`src/hw/bbm_pkg.sv`:
```
/*
 * Constants, register map and types of the bus break-condition matcher.
 * Assumes a 32-bit internal address and data bus and a byte-addressed register port.
 */
package bbm_pkg;

	// register port and data widths
	localparam int AW     = 8;
	localparam int DW     = 32;
	localparam int CNT_W  = 12;
	localparam int CTRL_W = 11;

	// register offsets (byte addresses)
	localparam logic [AW-1:0] OFF_C1_CTRL  = 8'h00;
	localparam logic [AW-1:0] OFF_C1_ADDR  = 8'h04;
	localparam logic [AW-1:0] OFF_C1_AMASK = 8'h08;
	localparam logic [AW-1:0] OFF_C1_DATA  = 8'h0C;
	localparam logic [AW-1:0] OFF_C1_DMASK = 8'h10;
	localparam logic [AW-1:0] OFF_C1_COUNT = 8'h14;
	localparam logic [AW-1:0] OFF_C1_SAT   = 8'h18;
	localparam logic [AW-1:0] OFF_C2_CTRL  = 8'h1C;
	localparam logic [AW-1:0] OFF_C2_ADDR  = 8'h20;
	localparam logic [AW-1:0] OFF_C2_AMASK = 8'h24;
	localparam logic [AW-1:0] OFF_STATUS   = 8'h28;

	// control register fields
	localparam int C_EN      = 0;
	localparam int C_AEN     = 1;
	localparam int C_DEN     = 2;
	localparam int C_RWEN    = 3;
	localparam int C_RWW     = 4;
	localparam int C_TYPE_LO = 5;
	localparam int C_TYPE_HI = 6;
	localparam int C_SIZE_LO = 7;
	localparam int C_SIZE_HI = 8;
	localparam int C_FETCH   = 9;
	localparam int C_PRE     = 10;

	// status register fields
	localparam int ST_CH1  = 0;
	localparam int ST_CH2  = 1;
	localparam int ST_PRE  = 2;
	localparam int ST_POST = 3;
	localparam int ST_W    = 4;

	// reset values
	localparam logic [CTRL_W-1:0] CTRL_RST  = 11'h000;
	localparam logic [DW-1:0]     WORD_RST  = 32'h0000_0000;
	localparam logic [CNT_W-1:0]  CNT_MIN   = 12'h001;
	localparam logic [CNT_W-1:0]  CNT_ZERO  = 12'h000;
	localparam logic [ST_W-1:0]   ST_RST    = 4'h0;

	// address alignment per access size
	localparam logic [DW-1:0] ALIGN_LONG = 32'hFFFF_FFFC;
	localparam logic [DW-1:0] ALIGN_WORD = 32'hFFFF_FFFE;
	localparam logic [DW-1:0] ALIGN_BYTE = 32'hFFFF_FFFF;

	// compared lane widths
	localparam logic [DW-1:0] LANE_BYTE = 32'h0000_00FF;
	localparam logic [DW-1:0] LANE_WORD = 32'h0000_FFFF;

	typedef enum logic [1:0] {
		TYPE_ANY  = 2'h0,
		TYPE_EXEC = 2'h1,
		TYPE_DMA  = 2'h2
	} bbm_type_t;

	typedef enum logic [1:0] {
		SZ_BYTE = 2'h0,
		SZ_WORD = 2'h1,
		SZ_LONG = 2'h2
	} bbm_size_t;

	typedef enum logic [1:0] {
		PC_IDLE = 2'h0,
		PC_PEND = 2'h1,
		PC_RUN  = 2'h2,
		PC_SLOT = 2'h3
	} bbm_pc_state_t;

endpackage : bbm_pkg

```
`src/hw/bbm_bus_if.sv`:
```
/*
 * Monitored bus-cycle bundle shared by the matcher and its qualifiers.
 * Assumes one cycle attribute set per clock, valid while a bus cycle is seen.
 */
`timescale 1ns/1ps
interface bbm_bus_if;
	logic          valid;
	logic          write;
	logic          fetch;
	logic          dma;
	logic [1:0]    size;
	logic [31:0]   addr;
	logic [31:0]   data;

	modport src (output valid, write, fetch, dma, size, addr, data);
	modport mon (input valid, write, fetch, dma, size, addr, data);
endinterface : bbm_bus_if

```
`src/hw/bbm_match.sv`:
```
/*
 * Masked equality comparator.
 * Assumes a mask bit of one means the bit is not compared.
 */
`timescale 1ns/1ps
module bbm_match #(
	parameter int W = 32
) (
	// operands
	input  wire logic [W-1:0] value,
	input  wire logic [W-1:0] mask,
	input  wire logic [W-1:0] seen,
	// result
	output wire logic         hit
);
	// every bit equal or masked
	assign hit = &((value ~^ seen) | mask);
endmodule : bbm_match

```
`src/hw/bbm_qual.sv`:
```
/*
 * Read/write and cycle-type qualifier of one channel.
 * Assumes the monitored bus bundle; fetch cycles count as reads.
 */
`timescale 1ns/1ps
module bbm_qual (
	// monitored cycle
	bbm_bus_if.mon          bus,
	// settings
	input  wire logic       rw_en,
	input  wire logic       rw_write,
	input  wire logic [1:0] ctype,
	// result
	output wire logic       ok
);
	// qualifier terms, disabled ones always pass
	wire rw_ok   = !rw_en || (bus.write == rw_write);
	wire exec_ok = !bus.dma && !bus.fetch;
	wire type_ok = (ctype == bbm_pkg::TYPE_ANY)  ? 1'b1 :
	               (ctype == bbm_pkg::TYPE_EXEC) ? exec_ok :
	               (ctype == bbm_pkg::TYPE_DMA)  ? bus.dma : 1'b0;
	assign ok = bus.valid && rw_ok && type_ok;
endmodule : bbm_qual

```
`src/hw/bbm_top.sv`:
```
/*
 * Bus break-condition matcher: two break channels watching the internal bus.
 * Assumes one bus cycle per clock on the monitor port, in-order issue and
 * retire strobes from the core, and a simple word register port.
 */
`timescale 1ns/1ps

module bbm_top (
	// clock and reset
	input  wire logic        sys_clk,
	input  wire logic        arst_n,
	// register port
	input  wire logic [7:0]  reg_addr,
	input  wire logic [31:0] reg_wdata,
	input  wire logic        reg_wr,
	input  wire logic        reg_rd,
	output logic      [31:0] reg_rdata,
	// monitored bus cycle
	input  wire logic        mon_valid,
	input  wire logic        mon_write,
	input  wire logic        mon_fetch,
	input  wire logic        mon_dma,
	input  wire logic [1:0]  mon_size,
	input  wire logic [31:0] mon_addr,
	input  wire logic [31:0] mon_data,
	// core execution strobes
	input  wire logic        ex_issue,
	input  wire logic [31:0] ex_pc,
	input  wire logic        ex_slot,
	input  wire logic        ex_retire,
	// break requests
	output wire logic        brk_halt_pre,
	output logic             brk_halt_post,
	output logic             brk_ch1,
	output logic             brk_ch2
);
	localparam int DW = bbm_pkg::DW;
	localparam int CW = bbm_pkg::CTRL_W;
	localparam int NW = bbm_pkg::CNT_W;

	// programmed state
	logic [CW-1:0]          c1_ctrl;
	logic [DW-1:0]          c1_addr;
	logic [DW-1:0]          c1_amask;
	logic [DW-1:0]          c1_data;
	logic [DW-1:0]          c1_dmask;
	logic [NW-1:0]          c1_count;
	logic [NW-1:0]          c1_sat;
	logic [CW-1:0]          c2_ctrl;
	logic [DW-1:0]          c2_addr;
	logic [DW-1:0]          c2_amask;
	logic [bbm_pkg::ST_W-1:0] status;
	logic [DW-1:0]          pend_addr;
	bbm_pkg::bbm_pc_state_t pc_state;
	bbm_pkg::bbm_pc_state_t next_pc_state;

	// monitored cycle into the shared bundle
	bbm_bus_if bus ();
	assign bus.valid = mon_valid;
	assign bus.write = mon_write;
	assign bus.fetch = mon_fetch;
	assign bus.dma   = mon_dma;
	assign bus.size  = mon_size;
	assign bus.addr  = mon_addr;
	assign bus.data  = mon_data;

	// register decode
	wire wr_c1_ctrl  = reg_wr && (reg_addr == bbm_pkg::OFF_C1_CTRL);
	wire wr_c1_addr  = reg_wr && (reg_addr == bbm_pkg::OFF_C1_ADDR);
	wire wr_c1_amask = reg_wr && (reg_addr == bbm_pkg::OFF_C1_AMASK);
	wire wr_c1_data  = reg_wr && (reg_addr == bbm_pkg::OFF_C1_DATA);
	wire wr_c1_dmask = reg_wr && (reg_addr == bbm_pkg::OFF_C1_DMASK);
	wire wr_c1_count = reg_wr && (reg_addr == bbm_pkg::OFF_C1_COUNT);
	wire wr_c1_sat   = reg_wr && (reg_addr == bbm_pkg::OFF_C1_SAT);
	wire wr_c2_ctrl  = reg_wr && (reg_addr == bbm_pkg::OFF_C2_CTRL);
	wire wr_c2_addr  = reg_wr && (reg_addr == bbm_pkg::OFF_C2_ADDR);
	wire wr_c2_amask = reg_wr && (reg_addr == bbm_pkg::OFF_C2_AMASK);
	wire wr_status   = reg_wr && (reg_addr == bbm_pkg::OFF_STATUS);

	// channel one settings
	wire       c1_en   = c1_ctrl[bbm_pkg::C_EN];
	wire       c1_aen  = c1_ctrl[bbm_pkg::C_AEN];
	wire       c1_den  = c1_ctrl[bbm_pkg::C_DEN];
	wire [1:0] c1_size = c1_ctrl[bbm_pkg::C_SIZE_HI:bbm_pkg::C_SIZE_LO];
	wire [1:0] c1_type = c1_ctrl[bbm_pkg::C_TYPE_HI:bbm_pkg::C_TYPE_LO];

	// channel two settings
	wire       c2_en    = c2_ctrl[bbm_pkg::C_EN];
	wire       c2_fetch = c2_ctrl[bbm_pkg::C_FETCH];
	wire       c2_pre   = c2_ctrl[bbm_pkg::C_PRE];
	wire [1:0] c2_type  = c2_ctrl[bbm_pkg::C_TYPE_HI:bbm_pkg::C_TYPE_LO];

	// address alignment forced by the data size
	wire [DW-1:0] c1_align =
		!c1_den                       ? bbm_pkg::ALIGN_BYTE :
		(c1_size == bbm_pkg::SZ_LONG) ? bbm_pkg::ALIGN_LONG :
		(c1_size == bbm_pkg::SZ_WORD) ? bbm_pkg::ALIGN_WORD :
		bbm_pkg::ALIGN_BYTE;
	wire [DW-1:0] c1_addr_eff = c1_addr & c1_align;
	wire [DW-1:0] c1_amsk_eff = c1_amask & c1_align;

	// lane selection, big-endian lane order on the 32-bit bus
	wire [4:0]    byte_sh = {~mon_addr[1:0], 3'h0};
	wire [4:0]    word_sh = {~mon_addr[1], 4'h0};
	wire [DW-1:0] byte_ln = (mon_data >> byte_sh) & bbm_pkg::LANE_BYTE;
	wire [DW-1:0] word_ln = (mon_data >> word_sh) & bbm_pkg::LANE_WORD;
	wire [DW-1:0] data_seen =
		(c1_size == bbm_pkg::SZ_BYTE) ? byte_ln :
		(c1_size == bbm_pkg::SZ_WORD) ? word_ln : mon_data;
	wire [DW-1:0] lane_msk =
		(c1_size == bbm_pkg::SZ_BYTE) ? bbm_pkg::LANE_BYTE :
		(c1_size == bbm_pkg::SZ_WORD) ? bbm_pkg::LANE_WORD : ~bbm_pkg::WORD_RST;
	wire [DW-1:0] c1_data_eff = c1_data & lane_msk;
	wire [DW-1:0] c1_dmsk_eff = c1_dmask | ~lane_msk;

	// comparators
	logic c1_ahit;
	logic c1_dhit;
	logic c2_ahit;
	logic c1_qok;
	logic c2_qok;
	bbm_match #(.W(DW)) u_c1_addr (
		.value (c1_addr_eff),
		.mask  (c1_amsk_eff),
		.seen  (mon_addr),
		.hit   (c1_ahit)
	);
	bbm_match #(.W(DW)) u_c1_data (
		.value (c1_data_eff),
		.mask  (c1_dmsk_eff),
		.seen  (data_seen),
		.hit   (c1_dhit)
	);
	bbm_match #(.W(DW)) u_c2_addr (
		.value (c2_addr),
		.mask  (c2_amask),
		.seen  (mon_addr),
		.hit   (c2_ahit)
	);
	bbm_qual u_c1_qual (
		.bus      (bus),
		.rw_en    (c1_ctrl[bbm_pkg::C_RWEN]),
		.rw_write (c1_ctrl[bbm_pkg::C_RWW]),
		.ctype    (c1_type),
		.ok       (c1_qok)
	);
	bbm_qual u_c2_qual (
		.bus      (bus),
		.rw_en    (c2_ctrl[bbm_pkg::C_RWEN]),
		.rw_write (c2_ctrl[bbm_pkg::C_RWW]),
		.ctype    (c2_type),
		.ok       (c2_qok)
	);

	// channel one combined condition
	wire c1_size_ok = (mon_size == c1_size);
	wire c1_dcond   = c1_dhit && c1_size_ok && c1_ahit && !mon_fetch;
	wire c1_acond   = !c1_aen || c1_ahit;
	wire c1_met     = c1_en && c1_qok && c1_acond &&
	                  (!c1_den || c1_dcond);
	localparam logic [NW-1:0] CNT_ONE = bbm_pkg::CNT_MIN;
	wire [NW-1:0] c1_sat_inc = NW'(c1_sat + CNT_ONE);
	wire c1_fire = c1_met && (c1_sat_inc >= c1_count);

	// channel two address mode and fetch-address mode
	wire c2_amet  = c2_en && !c2_fetch && c2_ahit && c2_qok;
	wire c2_fhit  = c2_en && c2_fetch && mon_valid && mon_fetch &&
	                c2_ahit;
	wire pc_hit   = ex_issue && (ex_pc == pend_addr);

	// count written as zero is taken as the least count
	wire [NW-1:0] count_wr = (reg_wdata[NW-1:0] == bbm_pkg::CNT_ZERO) ?
	                         bbm_pkg::CNT_MIN : reg_wdata[NW-1:0];

	// channel one registers
	always_ff @(posedge sys_clk or negedge arst_n) begin
		if (!arst_n) begin
			c1_ctrl  <= bbm_pkg::CTRL_RST;
			c1_addr  <= bbm_pkg::WORD_RST;
			c1_amask <= bbm_pkg::WORD_RST;
			c1_data  <= bbm_pkg::WORD_RST;
			c1_dmask <= bbm_pkg::WORD_RST;
			c1_count <= bbm_pkg::CNT_MIN;
		end else begin
			if (wr_c1_ctrl)  c1_ctrl  <= reg_wdata[CW-1:0];
			if (wr_c1_addr)  c1_addr  <= reg_wdata;
			if (wr_c1_amask) c1_amask <= reg_wdata;
			if (wr_c1_data)  c1_data  <= reg_wdata;
			if (wr_c1_dmask) c1_dmask <= reg_wdata;
			if (wr_c1_count) c1_count <= count_wr;
		end
	end

	// satisfaction counter, restarts at each break; hardware count beats clear
	always_ff @(posedge sys_clk or negedge arst_n) begin
		if (!arst_n) begin
			c1_sat <= bbm_pkg::CNT_ZERO;
		end else if (c1_fire) begin
			c1_sat <= bbm_pkg::CNT_ZERO;
		end else if (c1_met) begin
			c1_sat <= c1_sat_inc;
		end else if (wr_c1_sat) begin
			c1_sat <= bbm_pkg::CNT_ZERO;
		end
	end

	// channel two registers
	always_ff @(posedge sys_clk or negedge arst_n) begin
		if (!arst_n) begin
			c2_ctrl  <= bbm_pkg::CTRL_RST;
			c2_addr  <= bbm_pkg::WORD_RST;
			c2_amask <= bbm_pkg::WORD_RST;
		end else begin
			if (wr_c2_ctrl)  c2_ctrl  <= reg_wdata[CW-1:0];
			if (wr_c2_addr)  c2_addr  <= reg_wdata;
			if (wr_c2_amask) c2_amask <= reg_wdata;
		end
	end

	// fetch-address tracker: fetch match, issue, retire or slot deferral
	always_comb begin
		next_pc_state = pc_state;
		case (pc_state)
			bbm_pkg::PC_IDLE: begin
				if (c2_fhit)
					next_pc_state = bbm_pkg::PC_PEND;
			end
			bbm_pkg::PC_PEND: begin
				if (!c2_en || !c2_fetch)
					next_pc_state = bbm_pkg::PC_IDLE;
				else if (pc_hit && c2_pre && ex_slot)
					next_pc_state = bbm_pkg::PC_SLOT;
				else if (pc_hit && c2_pre)
					next_pc_state = bbm_pkg::PC_IDLE;
				else if (pc_hit)
					next_pc_state = bbm_pkg::PC_RUN;
			end
			bbm_pkg::PC_RUN: begin
				if (ex_retire || !c2_en)
					next_pc_state = bbm_pkg::PC_IDLE;
			end
			bbm_pkg::PC_SLOT: begin
				if ((ex_issue && !ex_slot) || !c2_en)
					next_pc_state = bbm_pkg::PC_IDLE;
			end
			default: next_pc_state = bbm_pkg::PC_IDLE;
		endcase
	end

	// tracker state and captured fetch address, newest fetch match wins while idle or pending
	always_ff @(posedge sys_clk or negedge arst_n) begin
		if (!arst_n) begin
			pc_state  <= bbm_pkg::PC_IDLE;
			pend_addr <= bbm_pkg::WORD_RST;
		end else begin
			pc_state <= next_pc_state;
			if (c2_fhit && (pc_state == bbm_pkg::PC_IDLE || pc_state == bbm_pkg::PC_PEND))
				pend_addr <= mon_addr;
		end
	end

	// halt before execution, held off past a delay slot
	wire halt_now  = (pc_state == bbm_pkg::PC_PEND) && c2_en && c2_fetch &&
	                 pc_hit && c2_pre && !ex_slot;
	wire halt_slot = (pc_state == bbm_pkg::PC_SLOT) && c2_en &&
	                 ex_issue && !ex_slot;
	assign brk_halt_pre = halt_now || halt_slot;
	wire post_ev = (pc_state == bbm_pkg::PC_RUN) && c2_en && ex_retire;

	// break pulses, one cycle after the cause
	always_ff @(posedge sys_clk or negedge arst_n) begin
		if (!arst_n) begin
			brk_ch1       <= 1'b0;
			brk_ch2       <= 1'b0;
			brk_halt_post <= 1'b0;
		end else begin
			brk_ch1       <= c1_fire;
			brk_ch2       <= c2_amet;
			brk_halt_post <= post_ev;
		end
	end

	// sticky break flags, write one to clear, a new event wins
	wire [bbm_pkg::ST_W-1:0] st_set = {post_ev, brk_halt_pre, c2_amet, c1_fire};
	wire [bbm_pkg::ST_W-1:0] st_clr = wr_status ? reg_wdata[bbm_pkg::ST_W-1:0] :
	                                  bbm_pkg::ST_RST;
	always_ff @(posedge sys_clk or negedge arst_n) begin
		if (!arst_n)
			status <= bbm_pkg::ST_RST;
		else
			status <= (status & ~st_clr) | st_set;
	end

	// read data selection, unmapped offsets read zero
	wire [DW-1:0] rd_sel =
		(reg_addr == bbm_pkg::OFF_C1_CTRL)  ? DW'(c1_ctrl)  :
		(reg_addr == bbm_pkg::OFF_C1_ADDR)  ? c1_addr       :
		(reg_addr == bbm_pkg::OFF_C1_AMASK) ? c1_amask      :
		(reg_addr == bbm_pkg::OFF_C1_DATA)  ? c1_data       :
		(reg_addr == bbm_pkg::OFF_C1_DMASK) ? c1_dmask      :
		(reg_addr == bbm_pkg::OFF_C1_COUNT) ? DW'(c1_count) :
		(reg_addr == bbm_pkg::OFF_C1_SAT)   ? DW'(c1_sat)   :
		(reg_addr == bbm_pkg::OFF_C2_CTRL)  ? DW'(c2_ctrl)  :
		(reg_addr == bbm_pkg::OFF_C2_ADDR)  ? c2_addr       :
		(reg_addr == bbm_pkg::OFF_C2_AMASK) ? c2_amask      :
		(reg_addr == bbm_pkg::OFF_STATUS)   ? DW'(status)   :
		bbm_pkg::WORD_RST;

	// read data stand only in the cycle after the strobe
	always_ff @(posedge sys_clk or negedge arst_n) begin
		if (!arst_n)
			reg_rdata <= bbm_pkg::WORD_RST;
		else if (reg_rd)
			reg_rdata <= rd_sel;
		else
			reg_rdata <= bbm_pkg::WORD_RST;
	end

endmodule : bbm_top

```
`config.mk`:
```
export PLATFORM = sky130hd
export DESIGN_NAME = bbm_top
export DESIGN_NICKNAME = d
export VERILOG_FILES = /design/src/hw/bbm_pkg.sv /design/src/hw/bbm_bus_if.sv /design/src/hw/bbm_match.sv /design/src/hw/bbm_qual.sv /design/src/hw/bbm_top.sv
export SDC_FILE = /design/constraint.sdc
export NUM_CORES = 1
export LEC_CHECK = 0
export ABC_CLOCK_PERIOD_IN_PS = 3400
export BUFFER_PORTS_ARGS = -buffer_cell sky130_fd_sc_hd__buf_2
export CORE_ASPECT_RATIO = 1.25
export CORE_UTILIZATION = 53
export DETAILED_ROUTE_END_ITERATION = 6
export GPL_ROUTABILITY_DRIVEN = 0
export GPL_TIMING_DRIVEN = 1
export PLACE_DENSITY = 0.74
export SYNTH_ARGS = -nofsm -noshare
export SYNTH_HDL_FRONTEND = slang
export SYNTH_SLANG_ARGS = --single-unit
```
`constraint.sdc`:
```
create_clock -name sys_clk -period 3.4 [get_ports sys_clk]
set_input_delay 0.17 -clock sys_clk [delete_from_list [all_inputs] [get_ports sys_clk]]
set_output_delay 0.17 -clock sys_clk [all_outputs]
set_load 0.1 [all_outputs]
```
==> impl_metrics.csv <==
group,metric,value,unit
cts,clk_pin_slew,70,ps
detailed_routing,avgViaCountPerCell,6.437,
timing,max_freq,306.8,MHz
detailed_routing,routed_wl,52670,um
detailed_routing,drtAntennaViolNets,0,
layout,nets,1706,
setup_path,cp-end-kind,"flip-flop",
layout,stdcell_area,0.01895,mm^2
placed_design,dpl.hpwl,37470,um
grt,antenna_found_initial,1,
layout,fin_cells,1960,
layout,drive_gt1_share,35.87,%
pwr,peakVddDrop,0.3984,mV
setup_path,crit_path_frequent_cell,"buf_6",
setup_path,worstPathArrival,3690,ps
timing,finClkSkew,31.58,ps
yosys,avgSynthCellArea,12.02,um^2
grt,track_usage,35.25,%
yosys,yosysTopAreaCell,"dfrtp_1",
yosys,yosysTopAreaCellShare,49.36,%
setup_path,worst-path-buf-inv,4,
die,fp-row-count,70,
timing,timing.slew.headroom,44.88,%
layout,diodes,0,
status,status,"finished, final reports clean",
timing,fin_tns_setup,0,ps
timing,hold_viol,0,
yosys,yosysUniqueCellTypes,52,
pwr,p_leak,9.122,nW
hold_path,hold_class,"input port to flip-flop",
grt,grt_max_degree,94,
cts,cts.sinks,311,
cts,clk_latency,530,ps
placed_design,post-place-ws,-131.3,ps
die,die-area,0.03035,mm^2
yosys,synthFlopType,"dfrtp_1",
layout,seq_area,0.007784,mm^2
yosys,syn-instance-count,1307,
timing,final.period_utilization,95.87,%
detailed_routing,drt_iter0_drc,1338,
die,core,0.02917,mm^2
setup_path,path_delay_family,"compound AO/OA/AOI/OAI gates",
job,drv_cap,0,
detailed_routing,num_vias,12620,
timing,worst_pin_slew,819.2,ps
yosys,synth.most_common_cell,"dfrtp_1",
setup_path,slowest_stage,"or3_1",
yosys,synth_area,0.01572,mm^2
timing,setup_viol,0,
yosys,synthesis.nets,1474,
setup_path,cpPeakStageDelay,410,ps
layout,multiInputGateArea,0.007632,mm^2
detailed_routing,drc,0,
yosys,synth_warnings,0,
grt,grt_overflow_total,0,
yosys,ys_seq_elements,311,
placed_design,postPlaceCellArea,0.01724,mm^2
layout,fillers,2254,
setup_path,worstSetupPathType,"flip-flop to flip-flop",
yosys,synth.area.top_cells,"dfrtp_1 49%, mux2_2 18%, xnor2_1 4.7%, a22oi_1 3.9%, xor2_1 3.0%",
setup_path,cp_max_fo,11,
cts,clockBufferDepth,3,
yosys,ys_async_sr_fraction,100.0,%
timing,period_minus_slack,3260,ps
grt,grt_pass1_wl,78410,um
die,die_w,156.0,um
setup_path,cp_cell_sequence,"inv_2 > ha_4 > buf_4 > nand2b_1 > buf_6 > mux2_2 > o21ai_1 > xor2_1 > o22ai_1 > or3_1 > o31ai_4 > buf_6 > nand2_1 > o221ai_1",
cts,cts_root_buf,"clkbuf_16",
die,dieHeight,194.5,um
timing,finalMaxSlewViolations,0,
yosys,synth_edf_count,0,
setup_path,cp_data_required_time,3830,ps
setup_path,worstSetupStartpointType,"flip-flop",
detailed_routing,routedWlPerCell,26.87,um
cts,cts_buffers,34,
yosys,seq_area_frac_synth,49.53,%
cts,cts-htree-levels,2,
grt,grt_pass1_vias,12530,
detailed_routing,dr.pass1.iters,6,
timing,setup_slack,140.5,ps
cts,cts_tree,"built",
die,initial_utilization,53.88,%
die,io_pins,185,
placed_design,port_buffers,184,
placed_design,dp.cells,1854,
layout,area_growth,20.59,%
yosys,yosys-top-cells-count,"310 x dfrtp_1, 256 x mux2_2, 84 x xnor2_1, 82 x a22oi_1, 53 x xor2_1",
pwr,power_density,485.9,mW/mm^2
layout by cell type (no fill, tap or decap), types with 16 or more instances in the layout:
master	count
a22oi_1	82
a31oi_1	26
buf_2	182
buf_4	41
clkbuf_16	35
dfrtp_1	310
dlygate4sd3_1	41
inv_1	22
mux2_2	256
mux2i_1	24
nand2_1	52
nand3_1	18
nor2_1	26
nor4_1	16
o21ai_0	17
o22ai_1	45
xnor2_1	84
xor2_1	53
sequential cells by signal, summed over array words and instances, names as in the netlist, 2 cells and up:
name	flops
c1_addr	32
c1_amask	32
c1_count	12
c1_ctrl	11
c1_data	32
c1_dmask	32
c1_sat	12
c2_addr	32
c2_amask	32
c2_ctrl	11
pc_state	2
pend_addr	32
reg_rdata	32
status	4
per-stage QoR:
step	power (mW)	utilization [%]	hold WS (ps)
after floorplan	4.677	-	-125.6
after global placement	5.167	59.10	40.59
after detailed placement	5.202	59.10	43.55
after CTS	9.189	64.64	0.1787
after global routing	9.478	64.98	16.22
final	9.209	64.98	15.22
kinds of logic after synthesis:
logic type,synth area share (%)
simple gates,5.955
compound gates,12.27
xor+xnor,7.635
buf+inv,2.444
mux,20.73
flops,49.53
fa+ha+maj,1.433
layout make-up:
cell class	instances	area share, %
Clock inverter	10	1.109
Tap cell	396	2.615
Timing Repair Buffer	272	9.323
Multi-Input combinational cell	897	40.27
Clock buffer	51	5.150
Sequential cell	311	41.07
Inverter	23	0.4556
power breakdown:
group	switching (mW)	internal [mW]	total, mW	leakage [nW]
clock	1.53	2.45	3.98	0.572
combinational	0.627	0.504	1.13	4.27
sequential	0.224	3.87	4.10	4.28
total	2.38	6.83	9.21	9.12
repair_timing:
action                                  in CTS  in global routing
hold buffers                                41                  0
resized for setup                            5                 11
endpoints found under the setup margin       9                 15
buffers inserted                             0                  4
pin swaps                                    0                  2
endpoints found under the hold margin      344                  0
routing by layer:
layer	up-vias	wire length, um	GRT usage (%)
met5	-	12	0
met4	2	3841	23.09
met2	807	24240	54.28
met3	204	4844	5.574
li1	5317	-	-
met1	6286	19730	46.14
path summary, 6_finish.rpt:
check | to | cells past startpoint | slack [ps] | from
max in group asynchronous | pc_state[0]$_DFFE_PN0P_ | 3 | 2300 | arst_n
worst min register to register | status[1]$_DFF_PN0_ | 1 | 500 | status[1]$_DFF_PN0_
min in group asynchronous | c1_ctrl[4]$_DFFE_PN0P_ | 2 | 100 | arst_n
worst max register to register | c1_sat[9]$_DFFE_PN0P_ | 14 | 140 | c1_ctrl[8]$_DFFE_PN0P_
worst min-delay path | pend_addr[30]$_DFFE_PN0P_ | 2 | 20 | mon_addr[30]
worst max-delay path | c1_sat[9]$_DFFE_PN0P_ | 14 | 140 | c1_ctrl[8]$_DFFE_PN0P_
Note: power is estimated with default switching activity, not from simulation.
